`config.mk`:
```
export PLATFORM = sky130hd
export DESIGN_NAME = pcdf_port_logic
export DESIGN_NICKNAME = d
export VERILOG_FILES = /design/src/hdl/pcdf_pkg.sv /design/src/hdl/pcdf_pin_cell.sv /design/src/hdl/pcdf_port_logic.sv
export SDC_FILE = /design/constraint.sdc
export NUM_CORES = 1
export LEC_CHECK = 0
export BUFFER_PORTS_ARGS = -buffer_cell sky130_fd_sc_hd__buf_2
export CORE_AREA = 2 2 90 92
export DETAILED_ROUTE_END_ITERATION = 12
export DIE_AREA = 0 0 92 94
export PLACE_DENSITY = 0.75
export SLEW_MARGIN = 5
export SYNTH_ARGS = -nofsm -noshare
export SYNTH_HDL_FRONTEND = slang
export SYNTH_SLANG_ARGS = --single-unit
```
`constraint.sdc`:
```
create_clock -name core_clk -period 1.1 [get_ports core_clk]
set_input_delay 0.22 -clock core_clk [delete_from_list [all_inputs] [get_ports core_clk]]
set_output_delay 0.22 -clock core_clk [all_outputs]
set_load 0.02 [all_outputs]
```
`src/hdl/pcdf_pkg.sv`:
```
// Constants for the port C / D / F pin function logic.
// Assumes an APB master with 8-bit byte addresses and 32-bit data.
package pcdf_pkg;

    // Register indices; byte address is four times the index
    localparam logic [5:0] IDX_PC_DATA  = 6'h30;
    localparam logic [5:0] IDX_PC_DIR   = 6'h32;
    localparam logic [5:0] IDX_PC_FUNC  = 6'h33;
    localparam logic [5:0] IDX_PD_DATA  = 6'h34;
    localparam logic [5:0] IDX_PD_DIR   = 6'h36;
    localparam logic [5:0] IDX_PD_FUNC  = 6'h37;
    localparam logic [5:0] IDX_PF_DATA  = 6'h3C;
    localparam logic [5:0] IDX_PF_DIR   = 6'h3E;
    localparam logic [5:0] IDX_PF_FUNC  = 6'h3F;

    // Implemented bits of each register
    localparam logic [7:0] PC_MASK      = 8'h6B;
    localparam logic [7:0] PC_FN_MASK   = 8'h6A;
    localparam logic [7:0] PD_MASK      = 8'h0F;
    localparam logic [7:0] PF_FN_MASK   = 8'h2D;

    // Pins whose data read shows the pin even in output mode
    localparam logic [7:0] PC_PIN_READ  = 8'h63;
    localparam logic [7:0] PD_PIN_READ  = 8'h03;

    // Values after reset
    localparam logic [7:0] DIR_RST      = 8'h00;
    localparam logic [7:0] FUNC_RST     = 8'h00;
    localparam logic [7:0] LAT_RST      = 8'hFF;
    localparam logic [31:0] RDATA_RST   = 32'h0000_0000;

    // Pin counts
    localparam int PC_PINS = 5;
    localparam int PD_PINS = 4;
    localparam int PF_PINS = 8;
    localparam int ALL_PINS = 17;

    typedef struct packed {
        logic [7:0]  c_dir;
        logic [7:0]  c_fn;
        logic [7:0]  c_lat;
        logic [7:0]  d_dir;
        logic [7:0]  d_fn;
        logic [7:0]  d_lat;
        logic [7:0]  f_dir;
        logic [7:0]  f_fn;
        logic [7:0]  f_lat;
        logic [31:0] rdata;
    } pcdf_state_s;

endpackage

```
`src/hdl/pcdf_pin_cell.sv`:
```
// One pin driver: port latch or alternate output, push-pull or open-drain.
// Assumes the enclosing block works out the mode bits.
`timescale 1ns/1ns
`default_nettype none
module pcdf_pin_cell (
    // Mode
    input  wire logic dir,
    input  wire logic alt_en,
    input  wire logic od_en,
    // Data
    input  wire logic latch,
    input  wire logic alt_val,
    // Pin
    output logic      pin_out,
    output logic      pin_oe
);
    // Open drain only ever pulls low, so the level is released for a 1
    always_comb begin
        if (od_en) begin
            pin_out = 1'b0;
            pin_oe  = ~alt_val;
        end else begin
            pin_out = alt_en ? alt_val : latch;
            pin_oe  = alt_en | dir;
        end
    end
endmodule
`default_nettype wire

```
`src/hdl/pcdf_port_logic.sv`:
```
// Pin function logic for ports C (5 pins), D (4 pins) and F (8 pins).
// Assumes an APB master on core_clk and pin inputs synchronous to it.
`timescale 1ns/1ns
`default_nettype none
// What this block does
// - C1,C5,C6 serve interrupts 1-3 or timer outputs
// - C3 serves GPIO or interrupt 0
// - C0 pin always feeds 8-bit timer input 0
// - Listed C/D outputs read pin, not latch
// - C/D output function needs direction and function 1
// - Port D four pins, reset makes inputs
// - D0,D1 feed interrupts 4,5 and captures
// - D2,D3 drive the two timer outputs
// - Port F eight pins, per-bit direction
// - Reset clears F direction/function, latch all ones
// - F0,F3 drive serial transmit when selected
// - F1,F4 always feed serial receive
// - F2,F5 feed CTS or drive serial clock
// - F0,F3 direction/function pick four modes
// - Open drain chosen only by bit pair
module pcdf_port_logic
    import pcdf_pkg::*;
(
    // Clock and reset
    input  wire logic        core_clk,
    input  wire logic        rst_n,
    // APB slave
    input  wire logic        psel,
    input  wire logic        penable,
    input  wire logic        pwrite,
    input  wire logic [7:0]  paddr,
    input  wire logic [31:0] pwdata,
    output var  logic [31:0] prdata,
    output logic             pready,
    output logic             pslverr,
    // Port C pins: C0, C1, C3, C5, C6
    input  wire logic [4:0]  pc_pin_in,
    output logic      [4:0]  pc_pin_out,
    output logic      [4:0]  pc_pin_oe,
    // Port D pins
    input  wire logic [3:0]  pd_pin_in,
    output logic      [3:0]  pd_pin_out,
    output logic      [3:0]  pd_pin_oe,
    // Port F pins
    input  wire logic [7:0]  pf_pin_in,
    output logic      [7:0]  pf_pin_out,
    output logic      [7:0]  pf_pin_oe,
    // Timer side
    input  wire logic        timer8_out1,
    input  wire logic        timer8_out3,
    input  wire logic        timer16a_out0,
    input  wire logic        timer16b_out0,
    input  wire logic        timer16b_out1,
    output logic             timer8_input0,
    output logic             timer16b_capture_in0,
    output logic             timer16b_capture_in1,
    // Interrupt controller side
    output logic             ext_irq_0,
    output logic             ext_irq_1,
    output logic             ext_irq_2,
    output logic             ext_irq_3,
    output logic             ext_irq_4,
    output logic             ext_irq_5,
    // Serial channel side
    input  wire logic        ser0_transmit,
    input  wire logic        ser1_transmit,
    input  wire logic        ser0_clock_out,
    input  wire logic        ser1_clock_out,
    output logic             ser0_receive,
    output logic             ser1_receive,
    output logic             ser0_cts_clk_in,
    output logic             ser1_cts_clk_in
);
    pcdf_state_s st_r;
    pcdf_state_s st_nxt;

    logic              in_range;
    logic              hit;
    logic [5:0]        idx;
    logic [7:0]        c_pin8;
    logic [7:0]        d_pin8;
    logic [7:0]        c_rd;
    logic [7:0]        d_rd;
    logic [ALL_PINS-1:0] v_dir;
    logic [ALL_PINS-1:0] v_alt;
    logic [ALL_PINS-1:0] v_od;
    logic [ALL_PINS-1:0] v_lat;
    logic [ALL_PINS-1:0] v_val;
    logic [ALL_PINS-1:0] v_out;
    logic [ALL_PINS-1:0] v_oe;

    assign idx = paddr[7:2];

    always_comb begin
        case (idx)
            IDX_PC_DATA, IDX_PC_DIR, IDX_PC_FUNC,
            IDX_PD_DATA, IDX_PD_DIR, IDX_PD_FUNC,
            IDX_PF_DATA, IDX_PF_DIR, IDX_PF_FUNC: in_range = 1'b1;
            default: in_range = 1'b0;
        endcase
    end
    assign hit = in_range & (paddr[1:0] == 2'b00);

    // Zero-wait slave: read data is captured in the setup cycle
    assign pready  = 1'b1;
    assign pslverr = psel & penable & ~hit;
    assign prdata  = st_r.rdata;

    // Spread pins back onto their register bit positions
    assign c_pin8 = {1'b0, pc_pin_in[4], pc_pin_in[3], 1'b0,
                     pc_pin_in[2], 1'b0, pc_pin_in[1], pc_pin_in[0]};
    assign d_pin8 = {4'h0, pd_pin_in};

    // Latch shows only on outputs without a pin read path
    assign c_rd = PC_MASK & ((c_pin8 & ~(st_r.c_dir & ~PC_PIN_READ))
                  | (st_r.c_lat & st_r.c_dir & ~PC_PIN_READ));
    assign d_rd = PD_MASK & ((d_pin8 & ~(st_r.d_dir & ~PD_PIN_READ))
                  | (st_r.d_lat & st_r.d_dir & ~PD_PIN_READ));

    always_comb begin
        st_nxt = st_r;
        if (psel && !penable) begin
            // Direction and function do not read back, so any
            // read-modify-write would clear them
            st_nxt.rdata = RDATA_RST;
            // Misaligned or unmapped reads return zero, not a neighbour
            if (hit) begin
                case (idx)
                    IDX_PC_DATA: st_nxt.rdata = {24'h0, c_rd};
                    IDX_PD_DATA: st_nxt.rdata = {24'h0, d_rd};
                    IDX_PF_DATA: st_nxt.rdata = {24'h0, pf_pin_in};
                    default:     st_nxt.rdata = RDATA_RST;
                endcase
            end
        end
        if (psel && penable && pwrite && hit) begin
            case (idx)
                IDX_PC_DATA: st_nxt.c_lat = pwdata[7:0] & PC_MASK;
                IDX_PC_DIR:  st_nxt.c_dir = pwdata[7:0] & PC_MASK;
                IDX_PC_FUNC: st_nxt.c_fn  = pwdata[7:0] & PC_FN_MASK;
                IDX_PD_DATA: st_nxt.d_lat = pwdata[7:0] & PD_MASK;
                IDX_PD_DIR:  st_nxt.d_dir = pwdata[7:0] & PD_MASK;
                IDX_PD_FUNC: st_nxt.d_fn  = pwdata[7:0] & PD_MASK;
                IDX_PF_DATA: st_nxt.f_lat = pwdata[7:0];
                IDX_PF_DIR:  st_nxt.f_dir = pwdata[7:0];
                IDX_PF_FUNC: st_nxt.f_fn  = pwdata[7:0] & PF_FN_MASK;
                default:     st_nxt = st_r;
            endcase
        end
    end

    always_ff @(posedge core_clk or negedge rst_n) begin
        if (!rst_n) begin
            st_r.c_dir <= DIR_RST;
            st_r.c_fn  <= FUNC_RST;
            st_r.c_lat <= LAT_RST & PC_MASK;
            st_r.d_dir <= DIR_RST;
            st_r.d_fn  <= FUNC_RST;
            st_r.d_lat <= LAT_RST & PD_MASK;
            st_r.f_dir <= DIR_RST;
            st_r.f_fn  <= FUNC_RST;
            st_r.f_lat <= LAT_RST;
            st_r.rdata <= RDATA_RST;
        end else begin
            st_r <= st_nxt;
        end
    end

    // Flat pin order: C0 C1 C3 C5 C6, D0..D3, F0..F7
    assign v_dir = {st_r.f_dir, st_r.d_dir[3:0], st_r.c_dir[6],
                    st_r.c_dir[5], st_r.c_dir[3], st_r.c_dir[1],
                    st_r.c_dir[0]};
    assign v_lat = {st_r.f_lat, st_r.d_lat[3:0], st_r.c_lat[6],
                    st_r.c_lat[5], st_r.c_lat[3], st_r.c_lat[1],
                    st_r.c_lat[0]};
    assign v_alt = {2'b00, st_r.f_fn[5], 1'b0, st_r.f_fn[3],
                    st_r.f_fn[2], 1'b0, st_r.f_fn[0],
                    st_r.d_dir[3] & st_r.d_fn[3],
                    st_r.d_dir[2] & st_r.d_fn[2], 2'b00,
                    st_r.c_dir[6] & st_r.c_fn[6],
                    st_r.c_dir[5] & st_r.c_fn[5], 1'b0,
                    st_r.c_dir[1] & st_r.c_fn[1], 1'b0};
    assign v_od  = {4'h0, st_r.f_fn[3] & ~st_r.f_dir[3], 2'b00,
                    st_r.f_fn[0] & ~st_r.f_dir[0], 9'h000};
    assign v_val = {2'b00, ser1_clock_out, 1'b0, ser1_transmit,
                    ser0_clock_out, 1'b0, ser0_transmit,
                    timer16b_out1, timer16b_out0, 2'b00,
                    timer16a_out0, timer8_out3, 1'b0, timer8_out1, 1'b0};

    genvar gi;
    generate
        for (gi = 0; gi < ALL_PINS; gi = gi + 1) begin : g_pin
            pcdf_pin_cell u_cell (
                .dir     (v_dir[gi]),
                .alt_en  (v_alt[gi]),
                .od_en   (v_od[gi]),
                .latch   (v_lat[gi]),
                .alt_val (v_val[gi]),
                .pin_out (v_out[gi]),
                .pin_oe  (v_oe[gi])
            );
        end
    endgenerate

    assign pc_pin_out = v_out[4:0];
    assign pc_pin_oe  = v_oe[4:0];
    assign pd_pin_out = v_out[8:5];
    assign pd_pin_oe  = v_oe[8:5];
    assign pf_pin_out = v_out[16:9];
    assign pf_pin_oe  = v_oe[16:9];

    // Interrupt and capture inputs are gated so a GPIO pin cannot raise spurious events; timer and serial inputs are not
    assign timer8_input0 = pc_pin_in[0];
    assign ext_irq_0 = pc_pin_in[2] & st_r.c_fn[3] & ~st_r.c_dir[3];
    assign ext_irq_1 = pc_pin_in[1] & st_r.c_fn[1] & ~st_r.c_dir[1];
    assign ext_irq_2 = pc_pin_in[3] & st_r.c_fn[5] & ~st_r.c_dir[5];
    assign ext_irq_3 = pc_pin_in[4] & st_r.c_fn[6] & ~st_r.c_dir[6];
    assign ext_irq_4 = pd_pin_in[0] & st_r.d_fn[0] & ~st_r.d_dir[0];
    assign ext_irq_5 = pd_pin_in[1] & st_r.d_fn[1] & ~st_r.d_dir[1];
    assign timer16b_capture_in0 = ext_irq_4;
    assign timer16b_capture_in1 = ext_irq_5;
    assign ser0_receive    = pf_pin_in[1];
    assign ser1_receive    = pf_pin_in[4];
    assign ser0_cts_clk_in = pf_pin_in[2];
    assign ser1_cts_clk_in = pf_pin_in[5];
endmodule
`default_nettype wire

```
Yosys cells after proc, flatten, opt, wreduce, memory -nomap -nowiden
Cells that the tools add are included.

Bitwise gates (word level): 50. Mux-type cells: 19. Reductions and logical operators: 16. Equality and inequality tests: 10.

Operator list (number): $mux W32 (4); $eq A6 B6 Y1 const B (9); $pmux W8 S3 (1); $and A1 B1 Y1 (22); $reduce_and A2 Y1 (9); $mux W1 (14); $and A4 B4 Y4 (3); $not A1 Y1 (11); $or A1 B1 Y1 (9); $reduce_or A9 Y1 (1); $and A7 B7 Y7 (1); $not A4 Y7 (1); $or A7 B4 Y7 (1); $logic_and A1 B1 Y1 (4); $not A4 Y4 (1); $or A4 B4 Y4 (1); $logic_not A2 Y1 (1); $ne A2 B2 Y1 const B (1); $logic_not A1 Y1 (1).

Word-level logic and storage cells: 105. Input port bits: 71. Output and inout port bits: 81. Bits in registers: 78.

Depth between registers and ports, before layout
Depth in word-level cells: 8. Mapped depth: 5. Mapped depth without buffers: 4.

Modules after synthesis
From an unflattened synthesis, not the netlist that was laid out.

Cell total of the unflattened synthesis: 292. Area, all modules: 3151.8 µm².

Modules (own cells, without submodules): pcdf_port_logic (area each 2747.6 µm², seq. area each 1372.6 µm², cells an instance 224, times used 1); pcdf_pin_cell (area each 23.8 µm², seq. area each 0.0 µm², cells an instance 4, times used 17).

Worst setup path after synthesis
No wires, ideal clock.

Path kind: input -> register. Start point: input port paddr[6]. End point: register st_r[32] (netlist name). Data required time: 1.018 ns. Library setup time: 0.082 ns. Stages: 5. Slack: -0.352 ns. Path buffers: 1. Data arrival time: 1.370 ns. Path through: nand2_2 a2111oi_4 and4_1 buf_6 mux2_4.

Word-level cells in the longest chain between the ends: 6. Elaborated cells between the ends (all ways): 14. Classes of those cells: eq/ne (9); mux (1); bitwise (1); reduce/logical (3).

RTL lines: start, declared (line pcdf_port_logic.sv:31) `input wire logic [7:0] paddr,`; $eq A6 B6 Y1, on equally long branches (line pcdf_port_logic.sv:95, pcdf_port_logic.sv:137); $reduce_or A9 Y1 (no line); $mux W1 (line pcdf_port_logic.sv:95) `case (idx)`; $and A1 B1 Y1 (line pcdf_port_logic.sv:102) `assign hit = in_range & (paddr[1:0] == 2'b00);`; $logic_and A1 B1 Y1 (line pcdf_port_logic.sv:136) `if (psel && penable && pwrite && hit) begin`; $reduce_and A2 Y1 (no line) (*); end signal, assigned (line pcdf_port_logic.sv:165) `st_r <= st_nxt;`; end, declared (line pcdf_port_logic.sv:74) `pcdf_state_s st_r;`.

Mark *: on every way between the ends. The rest lies on a longest branch, timed or not. A chain may end at the register's enable or synchronous reset.

Final worst setup path
Start point: register st_r[89] (netlist name). End point: output port pc_pin_out[1].

Word-level cells in the longest chain between the ends: 2.

RTL lines: $and A1 B1 Y1 (line pcdf_port_logic.sv:182) `st_r.c_dir[1] & st_r.c_fn[1], 1'b0};`; $mux W1 (line pcdf_pin_cell.sv:23) `pin_out = alt_en ? alt_val : latch;`; end, declared (line pcdf_port_logic.sv:38) `output logic [4:0] pc_pin_out,`.

Every way passes these cells.

==> qor.csv <==
stage,metric,value,unit
placed_design,portBuffers,102,
finish,layout-area-overhead-vs-synth,48.3,%
drt,drt_first_iter_violations,61,
clock_network,clock-sinks,54,
sta,final-hold-violation-count,0,
yosys,yosysWarnings,0,
drt,dr.pass1.iters,5,
floorplan,die_y,94,um
setup_path,crit_type,reg2out,
drt,drcViolationCount,0,
run_status,status,"complete, but fails checks",
setup_path,path_cells,nand2_2 > mux2_4 > buf_6,
global_routing,grt_pass1_wl,12.3,mm
yosys,synth.largest_area_cell,dfrtp_1,
floorplan,die-area,8650,um^2
power,p_clk_frac,0.304,
power,power-per-cell-area,825,nW/um^2
yosys,netlist.area_leader.share,0.296,
yosys,yosysUniqueCellTypes,33,
finish,layout-drive-gt1-share,0.739,
clock_network,h-tree-depth,2,
setup_path,r2r_cells,4,
placed_design,dp_slack,-0.480,ns
clock_network,cts_made_buffers,5,
global_routing,grt-ovfl-total,0,
job,drv_cap,0,
floorplan,die_w,92,um
power,p_leak,2.32,nW
yosys,postSynthCellCount,281,
setup_path,start_kind,flop,
placed_design,dp_hpwl,5.48,mm
setup_path,required,0.88,ns
yosys,yosys-top-cells-area,"dfrtp_1 30%, buf_4 18%, mux2_2 17%",
power,pwr-share-seq,0.530,
min_path,hp-start,pf_pin_in[7],
sta,fmax,0.693,GHz
drt,detail_route.vias_per_cell,4.74,
power,switchingPower,1.03,mW
setup_path,cp.arrival,1.22,ns
power,ir_drop,0.556,mV
drt,routed_wl,8.28,mm
yosys,async_flop_share,1.00,
setup_path,end_kind,output port,
power,internal_power,2.79,mW
finish,final.fill_count,575,
global_routing,antenna_found_initial,0,
yosys,avgSynthCellArea,11.1,um^2
floorplan,start_util,0.411,
min_path,whs_path_depth,3,
clock_network,cts.path.max_buffers,2,
yosys,synth-seq-cells,54,
clock_network,tritoncts,yes,
sta,worst_slack,-0.343,ns
setup_path,rr_startpoint,st_r[75]$_DFFE_PN0P_,
power,comb_power_share,0.166,
global_routing,grt_pass1_vias,2370,
global_routing,grt_max_degree,55,
yosys,synth_commonest_cells,"75 x buf_4, 48 x mux2_2, 37 x dfrtp_1",
sta,setup_viol,82,
drt,drtAntennaViolNets,0,
sta,fin_crit_sh,1.31,
run_status,violations,setup timing,
yosys,seq_area_frac_synth,0.439,
setup_path,cpPeakStageDelay,0.41,ns
setup_path,crit_start,st_r[89]$_DFFE_PN0P_,
clock_network,clkLatencyLatePin,0.30,ns
yosys,synth_top_flop_cell,dfrtp_1,
yosys,syn_area,3120,um^2
floorplan,rows,32,
setup_path,slowest_stage,dfrtp_1,
clock_network,clockRootBuffer,clkbuf_8,
min_path,hold_class,in2reg,
setup_path,critPathMaxFanout,2,
finish,fin_nets,464,
finish,n_antenna_cell,0,
power,swShare,0.270,
sta,fin_skew,0.00712,ns
drt,wl_per_cell,16.7,um
sta,whs,0.147,ns
drt,via_count,2350,
floorplan,io_pins,152,
clock_network,clkTransAtPathRegs,0.10,ns
yosys,synth_most_common_cell,buf_4,
sta,maxSlewViolCount,0,
sta,rsz0062_at_grt,true,
sta,fin_crit,1.44,ns
placed_design,routabilityCongestion,0.843,
global_routing,grt_usage,0.180,
yosys,synth-edff-count,0,
floorplan,coreArea,7610,um^2
-- cell type report --
type | count | area, um^2 | share of cell area
multi-input combinational | 162 | 1630 | 0.351
timing repair buffer | 164 | 1390 | 0.300
sequential | 54 | 1370 | 0.296
tap | 102 | 128 | 0.0275
clock buffer | 6 | 82.6 | 0.0178
inverter | 6 | 25.0 | 0.00540
clock inverter | 2 | 12.5 | 0.00270
-- timing repair --
action | CTS | global route
hold endpoints to repair | 37 | 0
buffers inserted | 20 | 8
resized for setup | 148 | 44
hold buffers | 1 | 0
setup endpoints to repair | 85 | 100
pin swaps | 40 | 17
-- layout by cell type (no fill, tap or decap), types with 5 or more instances in the layout --
| master | count |
|---|---|
| mux2_2 | 12 |
| mux2_4 | 44 |
| a22oi_2 | 5 |
| clkbuf_8 | 6 |
| buf_6 | 62 |
| buf_2 | 52 |
| conb_1 | 25 |
| nor2_4 | 8 |
| o21ai_1 | 5 |
| buf_4 | 44 |
| dfrtp_1 | 37 |
| dfstp_2 | 17 |
| nand2_1 | 16 |
-- routing by layer --
metal	track usage	share of wire
met1	0.232	0.41
met2	0.322	0.53
met3	0.0321	0.053
met4	0.0299	0.0066
met5	0	0
-- cells by family after synthesis --
family / Yosys count / synth area share
mux: 56 / 0.211
other cells: 2 / 0.00240
simple gates: 57 / 0.0929
compound gates: 24 / 0.0557
buf+inv: 88 / 0.198
flops: 54 / 0.439
-- worst paths after layout --
| kind | end | slack [ns] |
|---|---|---|
| min reg2reg | prdata[7]$_DFFE_PN0P_ | 0.49 |
| min in group asynchronous | st_r[101]$_DFFE_PN0P_ | 0.44 |
| max reg2reg | prdata[3]$_DFFE_PN0P_ | -0.17 |
| max | pc_pin_out[1] | -0.34 |
| max in group asynchronous | st_r[57]$_DFFE_PN1P_ | 0.36 |
| min | prdata[7]$_DFFE_PN0P_ | 0.15 |
-- critical path: cells and delay by family, from the launching register on --
kind	cells	cell delay [ns]
DFF	1	0.41
muxes	1	0.30
buffers and inverters	1	0.13
and+or+nand+nor	1	0.07
-- power by group through the flow --
stage                     registers (mW)  logic [mW]  clock network (mW)
final                               2.03       0.633                1.16
after global placement              2.06       0.478                   0
after floorplan                     2.06       0.311                   0
after CTS                           2.02       0.581                1.21
after global routing                2.03       0.677                1.27
after detailed placement            2.06       0.487                   0
-- flip-flops by register name, indices dropped and copies added, names as in the netlist --
name / cells
prdata: 8
st_r: 46
-- metrics by stage --
stage	utilization	TNS [ns]	instances	power (mW)	cell area (um^2)
global placement	0.485	-21.16	462	2.54	3690
floorplan	-	-8.90	304	2.37	3360
CTS	0.579	-12.08	489	3.82	4400
global route	0.609	-15.79	496	3.98	4630
finish	0.609	-13.05	496	3.82	4630
detailed placement	0.485	-21.86	462	2.55	3690
(Power assumes the default switching activity.)
